**src/logic/gsp_pkg.sv**
```systemverilog
// Purpose: Shared constants, types and checksum for the rate sensor message port
// Assumes: 48-bit messages, first byte in the most significant bits of a frame
// Notes:   Byte n of a message sits at bits (55-8n) down to (48-8n)
package gsp_pkg;

    // ------------------------------------------------------------------
    // Message layout
    // ------------------------------------------------------------------
    localparam int         MSG_BYTES      = 6;
    localparam int         MSG_BITS       = 48;
    localparam int         CNT_W          = 6;
    localparam logic [5:0] MSG_BITS_C     = 6'h30;
    localparam logic [5:0] CNT_SAT        = 6'h3f;
    localparam int         BYTE1_LSB      = 40;

    // Command byte field positions
    localparam int         CMD_FACTORY    = 7;
    localparam int         CMD_SELF_TEST  = 6;
    localparam int         CMD_RANGE_SRC  = 5;
    localparam int         CMD_RANGE_HI   = 4;
    localparam int         CMD_RANGE_LO   = 3;

    // Status byte field values
    localparam logic [1:0] TYPE_RATE_TEMP = 2'h0;
    localparam logic [2:0] STAT_NORMAL    = 3'h1;

    // ------------------------------------------------------------------
    // Reset values and synchroniser
    // ------------------------------------------------------------------
    localparam logic       RST_SELF_TEST  = 1'b0;
    localparam logic       RST_RANGE_SRC  = 1'b0;
    localparam logic [1:0] RST_RANGE_SEL  = 2'h0;
    localparam logic       RST_PREV_BAD   = 1'b0;
    localparam logic       RST_SCLK       = 1'b0;
    localparam logic       RST_SS_N       = 1'b1;
    localparam logic       RST_MOSI       = 1'b0;
    localparam logic       RST_MODE       = 1'b0;
    localparam int         SYNC_STAGES    = 3;

    // ------------------------------------------------------------------
    // Types
    // ------------------------------------------------------------------
    typedef enum logic {GSP_IDLE, GSP_XFER} gsp_state_t;

    typedef struct packed {
        logic s1;
        logic s2;
        logic s3;
        logic q;
    } gsp_sync_state_t;

    typedef struct packed {
        gsp_state_t  st;
        logic        sclk_q;
        logic        ss_q;
        logic [47:0] tx;
        logic [47:0] rx;
        logic [5:0]  cnt;
        logic        self_test;
        logic        range_src;
        logic [1:0]  range_sel;
        logic        prev_bad;
        logic        oe;
        logic        cmd_ok;
        logic        cmd_bad;
    } gsp_port_state_t;

    // Low eight bits of the inverted sum of five bytes
    function automatic logic [7:0] gsp_csum(input logic [39:0] b);
        logic [7:0] s;
        s = b[39:32] + b[31:24] + b[23:16] + b[15:8] + b[7:0];
        return ~s;
    endfunction : gsp_csum

endpackage : gsp_pkg

```
**src/logic/gsp_pin_if.sv**
```systemverilog
// Purpose: Carries the filtered serial pins from the synchronisers to the port logic
// Assumes: All signals on sys_clk
// Notes:   Levels only
`timescale 1ns/1ps
interface gsp_pin_if;
    logic sclk;
    logic ss_n;
    logic mosi;
    logic mode;

    modport src  (output sclk, output ss_n, output mosi, output mode);
    modport sink (input sclk, input ss_n, input mosi, input mode);
endinterface : gsp_pin_if

```
**src/logic/gsp_port.sv**
```systemverilog
// Purpose: Serial message port of a single-axis rate sensor, SPI slave mode 0
// Assumes: Rate, temperature and health come from sensing logic on sys_clk
// Notes:   Serial clock is oversampled by sys_clk; link clock up to 8 MHz
`timescale 1ns/1ps

// Operation
// - Mode select high enables the converter and the serial pin functions.
// - Slave in mode 0: clock idles low, data sampled on rising edge.
// - Every exchange is exactly six bytes, 48 bits, in each direction.
// - Data output is not driven while select is high.
// - Command bit 6 enables the self-test offset; clear disables it.
// - Bit 5 clear uses default range; set lets bits 4 and 3 choose.
// - Command bytes two to five are ignored.
// - Sixth command byte is inverted low byte of sum of bytes one to five.
// - Status bit 7 flags health failure, and is also set during self-test.
// - Status bits 6 and 5 give message type, 00 for rate and temperature.
// - Status bit 4 flags a bad previous command, which was then ignored.
// - Status bit 3 shows whether self-test is enabled.
// - Status bits 2 to 0 read 001 in normal operation.
// - Status bytes two and three carry signed rate, high byte first.
// - Status bytes four and five carry unsigned temperature, high byte first.
module gsp_port (
    input  wire logic        sys_clk,
    input  wire logic        rstn,
    input  wire logic        mode_sel,
    input  wire logic        spi_sclk,
    input  wire logic        spi_ss_n,
    input  wire logic        spi_mosi,
    output wire logic        spi_miso,
    output wire logic        spi_miso_oe,
    input  wire logic        health_fail,
    input  wire logic [15:0] rate_word,
    input  wire logic [15:0] temp_word,
    output wire logic        adc_enable,
    output wire logic        commanded_self_test,
    output wire logic        range_from_spi,
    output wire logic [1:0]  range_sel,
    output wire logic        prev_cmd_bad,
    output wire logic        cmd_accepted,
    output wire logic        cmd_rejected
);

    // ------------------------------------------------------------------
    // Elaboration checks
    // ------------------------------------------------------------------
    if (gsp_pkg::MSG_BITS != 8 * gsp_pkg::MSG_BYTES) begin : g_chk_len
        $error("Message length must be six bytes");
    end
    if (gsp_pkg::SYNC_STAGES != 3) begin : g_chk_sync
        $error("Synchroniser depth is fixed at three");
    end

    // ------------------------------------------------------------------
    // Pin synchronisers
    // ------------------------------------------------------------------
    gsp_pin_if pin ();

    gsp_sync #(.RST_VAL(gsp_pkg::RST_SCLK)) u_sync_sclk (
        .sys_clk (sys_clk),
        .rstn    (rstn),
        .din     (spi_sclk),
        .dout    (pin.sclk)
    );

    gsp_sync #(.RST_VAL(gsp_pkg::RST_SS_N)) u_sync_ss (
        .sys_clk (sys_clk),
        .rstn    (rstn),
        .din     (spi_ss_n),
        .dout    (pin.ss_n)
    );

    gsp_sync #(.RST_VAL(gsp_pkg::RST_MOSI)) u_sync_mosi (
        .sys_clk (sys_clk),
        .rstn    (rstn),
        .din     (spi_mosi),
        .dout    (pin.mosi)
    );

    gsp_sync #(.RST_VAL(gsp_pkg::RST_MODE)) u_sync_mode (
        .sys_clk (sys_clk),
        .rstn    (rstn),
        .din     (mode_sel),
        .dout    (pin.mode)
    );

    // ------------------------------------------------------------------
    // State and edge detection
    // ------------------------------------------------------------------
    gsp_pkg::gsp_port_state_t r;
    gsp_pkg::gsp_port_state_t next_r;

    logic        sclk_rise;
    logic        ss_fall;
    logic        ss_rise;
    logic [7:0]  stat_byte;
    logic [39:0] stat_body;
    logic [47:0] stat_msg;
    logic        csum_ok;
    logic        frame_good;

    assign sclk_rise  = pin.sclk & ~r.sclk_q;
    assign ss_fall    = ~pin.ss_n & r.ss_q;
    assign ss_rise    = pin.ss_n & ~r.ss_q;

    // ------------------------------------------------------------------
    // Status message assembly
    // ------------------------------------------------------------------
    assign stat_byte  = {health_fail | r.self_test,
                         gsp_pkg::TYPE_RATE_TEMP,
                         r.prev_bad,
                         r.self_test,
                         gsp_pkg::STAT_NORMAL};
    assign stat_body  = {stat_byte, rate_word, temp_word};
    assign stat_msg   = {stat_body, gsp_pkg::gsp_csum(stat_body)};

    // Command check over the whole received frame
    assign csum_ok    = (gsp_pkg::gsp_csum(r.rx[47:8]) == r.rx[7:0]);
    assign frame_good = (r.cnt == gsp_pkg::MSG_BITS_C) && csum_ok;

    // ------------------------------------------------------------------
    // Next-state logic
    // ------------------------------------------------------------------
    always_comb begin
        next_r         = r;
        next_r.cmd_ok  = 1'b0;
        next_r.cmd_bad = 1'b0;
        next_r.sclk_q  = pin.sclk;
        next_r.ss_q    = pin.ss_n;
        unique case (r.st)
            gsp_pkg::GSP_IDLE: begin
                next_r.oe = 1'b0;
                if (pin.mode && ss_fall) begin
                    next_r.st  = gsp_pkg::GSP_XFER;
                    next_r.tx  = stat_msg;
                    next_r.rx  = '0;
                    next_r.cnt = '0;
                    next_r.oe  = 1'b1;
                end
            end
            gsp_pkg::GSP_XFER: begin
                if (!pin.mode) begin
                    next_r.st = gsp_pkg::GSP_IDLE;
                    next_r.oe = 1'b0;
                end else if (ss_rise) begin
                    next_r.st = gsp_pkg::GSP_IDLE;
                    next_r.oe = 1'b0;
                    if (frame_good) begin
                        // Only byte one is used; bytes two to five are ignored
                        next_r.self_test = r.rx[gsp_pkg::BYTE1_LSB + gsp_pkg::CMD_SELF_TEST];
                        next_r.range_src = r.rx[gsp_pkg::BYTE1_LSB + gsp_pkg::CMD_RANGE_SRC];
                        next_r.range_sel = r.rx[gsp_pkg::BYTE1_LSB + gsp_pkg::CMD_RANGE_HI :
                                                gsp_pkg::BYTE1_LSB + gsp_pkg::CMD_RANGE_LO];
                        next_r.prev_bad  = 1'b0;
                        next_r.cmd_ok    = 1'b1;
                    end else begin
                        next_r.prev_bad  = 1'b1;
                        next_r.cmd_bad   = 1'b1;
                    end
                end else begin
                    if (sclk_rise) begin
                        next_r.rx = {r.rx[46:0], pin.mosi};
                        // Launch the next bit right after the sampling edge so that
                        // the synchroniser delay fits inside one link clock period
                        next_r.tx = {r.tx[46:0], 1'b0};
                        if (r.cnt != gsp_pkg::CNT_SAT) begin
                            next_r.cnt = r.cnt + 6'h01;
                        end
                    end
                end
            end
        endcase
    end

    always_ff @(posedge sys_clk or negedge rstn) begin
        if (!rstn) begin
            r           <= '0;
            r.st        <= gsp_pkg::GSP_IDLE;
            r.ss_q      <= gsp_pkg::RST_SS_N;
            r.sclk_q    <= gsp_pkg::RST_SCLK;
            r.self_test <= gsp_pkg::RST_SELF_TEST;
            r.range_src <= gsp_pkg::RST_RANGE_SRC;
            r.range_sel <= gsp_pkg::RST_RANGE_SEL;
            r.prev_bad  <= gsp_pkg::RST_PREV_BAD;
        end else begin
            r <= next_r;
        end
    end

    // ------------------------------------------------------------------
    // Outputs
    // ------------------------------------------------------------------
    assign spi_miso            = r.tx[47];
    assign spi_miso_oe         = r.oe;
    assign adc_enable          = pin.mode;
    assign commanded_self_test = r.self_test;
    assign range_from_spi      = r.range_src;
    assign range_sel           = r.range_sel;
    assign prev_cmd_bad        = r.prev_bad;
    assign cmd_accepted        = r.cmd_ok;
    assign cmd_rejected        = r.cmd_bad;

    logic load;
    assign load = (r.st == gsp_pkg::GSP_IDLE) && pin.mode && ss_fall;
endmodule : gsp_port

```
**src/logic/gsp_sync.sv**
```systemverilog
// Purpose: Three-stage input synchroniser with agreement filter
// Assumes: din is asynchronous to sys_clk
// Notes:   Output follows once stages two and three agree
`timescale 1ns/1ps
module gsp_sync #(
    parameter logic RST_VAL = 1'b0
) (
    input  wire logic sys_clk,
    input  wire logic rstn,
    input  wire logic din,
    output wire logic dout
);
    gsp_pkg::gsp_sync_state_t r;
    gsp_pkg::gsp_sync_state_t next_r;

    always_comb begin
        next_r    = r;
        next_r.s1 = din;
        next_r.s2 = r.s1;
        next_r.s3 = r.s2;
        if (r.s2 == r.s3) begin
            next_r.q = r.s3;
        end
    end

    always_ff @(posedge sys_clk or negedge rstn) begin
        if (!rstn) begin
            r <= {RST_VAL, RST_VAL, RST_VAL, RST_VAL};
        end else begin
            r <= next_r;
        end
    end

    assign dout = r.q;
endmodule : gsp_sync

```
**config.mk**
```make
export PLATFORM = sky130hd
export DESIGN_NAME = gsp_port
export DESIGN_NICKNAME = d
export VERILOG_FILES = /design/src/logic/gsp_pkg.sv /design/src/logic/gsp_pin_if.sv /design/src/logic/gsp_port.sv /design/src/logic/gsp_sync.sv
export SDC_FILE = /design/constraint.sdc
export NUM_CORES = 1
export LEC_CHECK = 0
export BUFFER_PORTS_ARGS = -buffer_cell sky130_fd_sc_hd__clkbuf_2
export CELL_PAD_IN_SITES_DETAIL_PLACEMENT = 0
export CELL_PAD_IN_SITES_GLOBAL_PLACEMENT = 1
export CORE_UTILIZATION = 49
export DETAILED_ROUTE_END_ITERATION = 8
export HOLD_SLACK_MARGIN = 0.05
export PLACE_DENSITY_LB_ADDON = 0.2
export SLEW_MARGIN = 20
export SYNTH_ARGS = -nofsm -noshare
export SYNTH_HDL_FRONTEND = slang
export SYNTH_SLANG_ARGS = --single-unit
export TNS_END_PERCENT = 30
```
**constraint.sdc**
```tcl
create_clock -name sys_clk -period 4.49 [get_ports sys_clk]
set_clock_uncertainty 0.15 [all_clocks]
set_input_delay 0.2245 -clock sys_clk [delete_from_list [all_inputs] [get_ports sys_clk]]
set_output_delay 0.2245 -clock sys_clk [all_outputs]
set_load 0.02 [all_outputs]
```
==> reports/summary.txt <==
==========================================================================================
XOR/XNOR share of the synthesized area ......................................        4.73%
NumNets Final ...............................................................          717
CTS Root Cell ............................................................... sky130_fd_sc_hd__clkbuf_16
Global route overflow .......................................................            0
Worst slew margin relative to its limit .....................................        42.2%
Final cell utilization of the core ..........................................        59.3%
Number of warnings reported in the yosys synthesis log ......................            0
Yosys reg bits ..............................................................          129
Power per unit of standard cell area ........................................  463 nW/um^2
Half-perimeter wire length after detailed placement .........................      8730 um
Core Area ...................................................................  12800 sq um
Antenna Cells ...............................................................            0
Final critical path time including I/O delays and setup .....................      4180 ps
Cell repeated most along the worst path ..................................... sky130_fd_sc_hd__fa_1
Library cell with the largest summed area after synthesis ................... sky130_fd_sc_hd__dfrtp_1
Filler instances ............................................................         1100
Share of the synthesized area in compound gates (AO/OA/AOI/OAI) .............        16.1%
Leakage power summed over all cells .........................................   0.00364 uW
Req. time, crit path ........................................................      4640 ps
RSZ-0062 raised after global routing ........................................           no
Layout overhead on the synthesized area .....................................        16.8%
Share of synthesized cell area in full adder, half adder and majority cells .        15.9%
Final routed wire length divided by cell count ..............................      16.1 um
Synthesized area divided by synthesized cell count ..........................   11.3 sq um
Placed cell areas ...........................................................   6880 sq um
Max Slew Vio Count ..........................................................            0
Sequential area share after synthesis .......................................        49.9%
Fraction of final layout cells sized beyond drive strength 1 ................        16.3%
Area of all placed cells without fillers ....................................   7580 sq um
Worst hold-check slack ......................................................      73.2 ps
Maximum capacitance violations ..............................................            0
Clk pin slew, worst setup/hold paths ........................................        60 ps
Chip Height .................................................................       117 um
Worst Setup Start Kind ......................................................         flop
Clk_lat worst skew ..........................................................       420 ps
Critical Path Slowest Stage Cell ............................................ sky130_fd_sc_hd__fa_1
Class of the most critical setup path ....................................... flop to flop
Portion of the clock cycle consumed by the worst path in the final layout ...        93.0%
Post-detailed-route DRC marker count ........................................            0
Post-DRT Antenna Nets .......................................................            0
Sinks on the clock net ......................................................          129
Post-synthesis mux area share ...............................................       0.849%
CP Data Arrival Time ........................................................      4330 ps
First-pass DRT Iterations ...................................................            4
Area taken by flip-flops and latches ........................................   3230 sq um
Number of cells produced by synthesis .......................................          572
Final Hold Violating Endpoints ..............................................            0
IO Count ....................................................................           49
CTS Buf Count ...............................................................           17
Endpoint type of the worst setup path .......................................         flop
CP peak stage delay .........................................................       560 ps
Simple logic cell fraction of the synthesized area ..........................        9.24%
Detail-routed via count per cell ............................................         5.24
Most area-consuming cells after synthesis ................................... sky130_fd_sc_hd__dfrtp_1, sky130_fd_sc_hd__fa_1, sky130_fd_sc_hd__a22o_1
Dominant combinational cell family by area after synthesis .................. compound AO/OA/AOI/OAI gates
Total via count after detailed routing ......................................         4220
Cells along the critical path ............................................... fa_1 > fa_1 > fa_1 > ha_1 > inv_1 > fa_1 > xnor2_1 > nand4_1 > nor4_2 > nand4_2 > mux2_2
Vias in the first global route ..............................................         4326
Antenna violations before repair ............................................            0
Maximum clock frequency .....................................................      239 MHz
Wire length reported by the detailed router .................................     12900 um
Result of the run ...........................................................    completed
Htree depth .................................................................            4
Finish-stage setup viols ....................................................            0
Weighted congestion reported at the end of routability-driven placement .....        0.789
Clock tree from TritonCTS ...................................................          yes
Worst IR drop on VDD ........................................................     0.319 mV
Worst slew pin tran .........................................................       867 ps
Number of buffer and inverter stages on the critical path ...................            1
Category of cells accounting for the largest share of critical-path delay ...  adder cells
Layout Cells excl Fill ......................................................          805
Number of violations reported at the end of detailed-routing iteration 0 ....          192
Initial standard-cell utilization of the core ...............................        50.8%
Global-route wire length before repair ......................................     21800 um
Setup TNS ...................................................................         0 ps
Area occupied by multi-input gates ..........................................   3060 sq um
Clock Path Buffers ..........................................................            2
Horizontal die dimension ....................................................       117 um
Worst R2R Setup Slack .......................................................       310 ps
Maximum number of pins on one net before global-route repair ................           88
Port bufs ...................................................................           48
Synth unique cells ..........................................................           38
Synthesized Nets ............................................................          669
Maximum fanout encountered on the critical timing path ......................            6
Cells after DPL .............................................................          765
Overall Global Routing Usage ................................................        21.6%
Area share of the leading cell type in the synthesized netlist ..............        47.8%
Std-Cell Rows ...............................................................           41
Class of the tightest hold or removal check ................................. input pin to flop
Overall die area ............................................................  13700 sq um
Cell area after synthesis ...................................................   6490 sq um
==========================================================================================
logic make-up (layout without fill, tap and decap cells):
logic type,after synthesis,after routing
mux,5,5
compound gates,160,160
simple gates,125,125
flops,129,129
buf+inv,56,117
xor+xnor,35,35
fa+ha+maj,62,62
routing by layer:
metal	global-route usage (%)	wire, um	vias up
met5	0	0	-
met4	7.93	164	0
met3	5.56	514	14
met2	33.0	5960	72
met1	30.1	6310	2081
li1	-	-	2053
timing repair:
action                                 in CTS  in global routing
resized for setup                           0                  1
setup endpoints to repair                   0                  4
setup buffers                               0                  2
hold buffers                                6                  0
endpoints found under the hold margin      67                  0
final cells by class:
type,count,area share [%]
Multi-Input combinational cell,387,40.3
Clock inverter,13,2.11
Inverter,24,1.19
Clock buffer,19,5.98
Sequential cell,129,42.7
Timing Repair Buffer,61,4.85
Tap cell,172,2.84
state kept, by name, indices dropped and copies added, names as in the netlist, 2 cells and up:
signal,count
range_sel,2
r,104
u_sync_ss.next_r,2
u_sync_mode.next_r,2
u_sync_sclk.next_r,2
u_sync_mosi.next_r,2
power breakdown:
group | total (uW) | internal [uW] | switching [uW]
Combinational | 621 | 273 | 348
Sequential | 1470 | 1360 | 116
Clock | 1410 | 901 | 512
cell usage after synthesis, drive strengths merged:
cell,n
maj3,4
a32o,1
nor2b,34
dfstp,5
a211oi,1
clkbuf,30
o31ai,1
o21ai,47
mux2i,1
nor4b,1
inv,24
nor3,1
nand3,3
a21o,4
fa,35
buf,2
mux2,4
nand2,54
and2,2
nand4,2
o21a,3
xnor2,28
o22ai,1
a21boi,3
a22o,52
nor2,22
nand3b,1
ha,23
nor3b,1
a2bb2oi,3
nand2b,3
a21oi,44
nor4,1
dfrtp,124
xor2,7
tightest hold or removal path: stages:
cell and delay (ps):
sky130_fd_sc_hd__clkbuf_2 80, sky130_fd_sc_hd__inv_1 50, sky130_fd_sc_hd__a2bb2oi_1 120, sky130_fd_sc_hd__o21ai_0 130
path summary, 6_finish.rpt:
kind | endpoint | depth (start not counted) | startpoint
hold / removal | r[94]$_DFFE_PN0P_ | 4 | rate_word[8]
min in group asynchronous | r[79]$_DFFE_PN0P_ | 2 | rstn
setup / recovery | range_sel[1]$_DFFE_PN0P_ | 11 | r[23]$_DFFE_PN0P_
setup reg to reg | range_sel[1]$_DFFE_PN0P_ | 11 | r[23]$_DFFE_PN0P_
hold reg to reg | u_sync_mode.next_r[1]$_DFF_PN0_ | 0 | u_sync_mode.next_r[2]$_DFF_PN0_
max in group asynchronous | u_sync_ss.next_r[2]$_DFF_PN1_ | 3 | rstn
cell usage in the layout, fill, tap and decap left out, drive strengths merged, types with 2 or more instances in the layout:
cell type,instances
mux2,4
nor2,22
clkinvlp,2
a22o,52
o21a,3
inv,25
xor2,7
clkbuf,66
and2,2
a21boi,3
nand2b,3
nand2,54
maj3,4
dfrtp,124
nand4,2
fa,35
nor2b,34
nand3,3
dlygate4sd3,6
a21oi,44
buf,8
a21o,4
ha,23
o21ai,47
a2bb2oi,3
xnor2,28
dfstp,5
clkinv,7
bufinv,3
stage by stage:
stage               power, uW  setup WS, ps
finish                   3510           314
global route             3710           111
floorplan                1920           437
global placement         2090           230
CTS                      3550           124
detailed placement       2120           157
No activity file was read; power rests on OpenSTA's default activity.
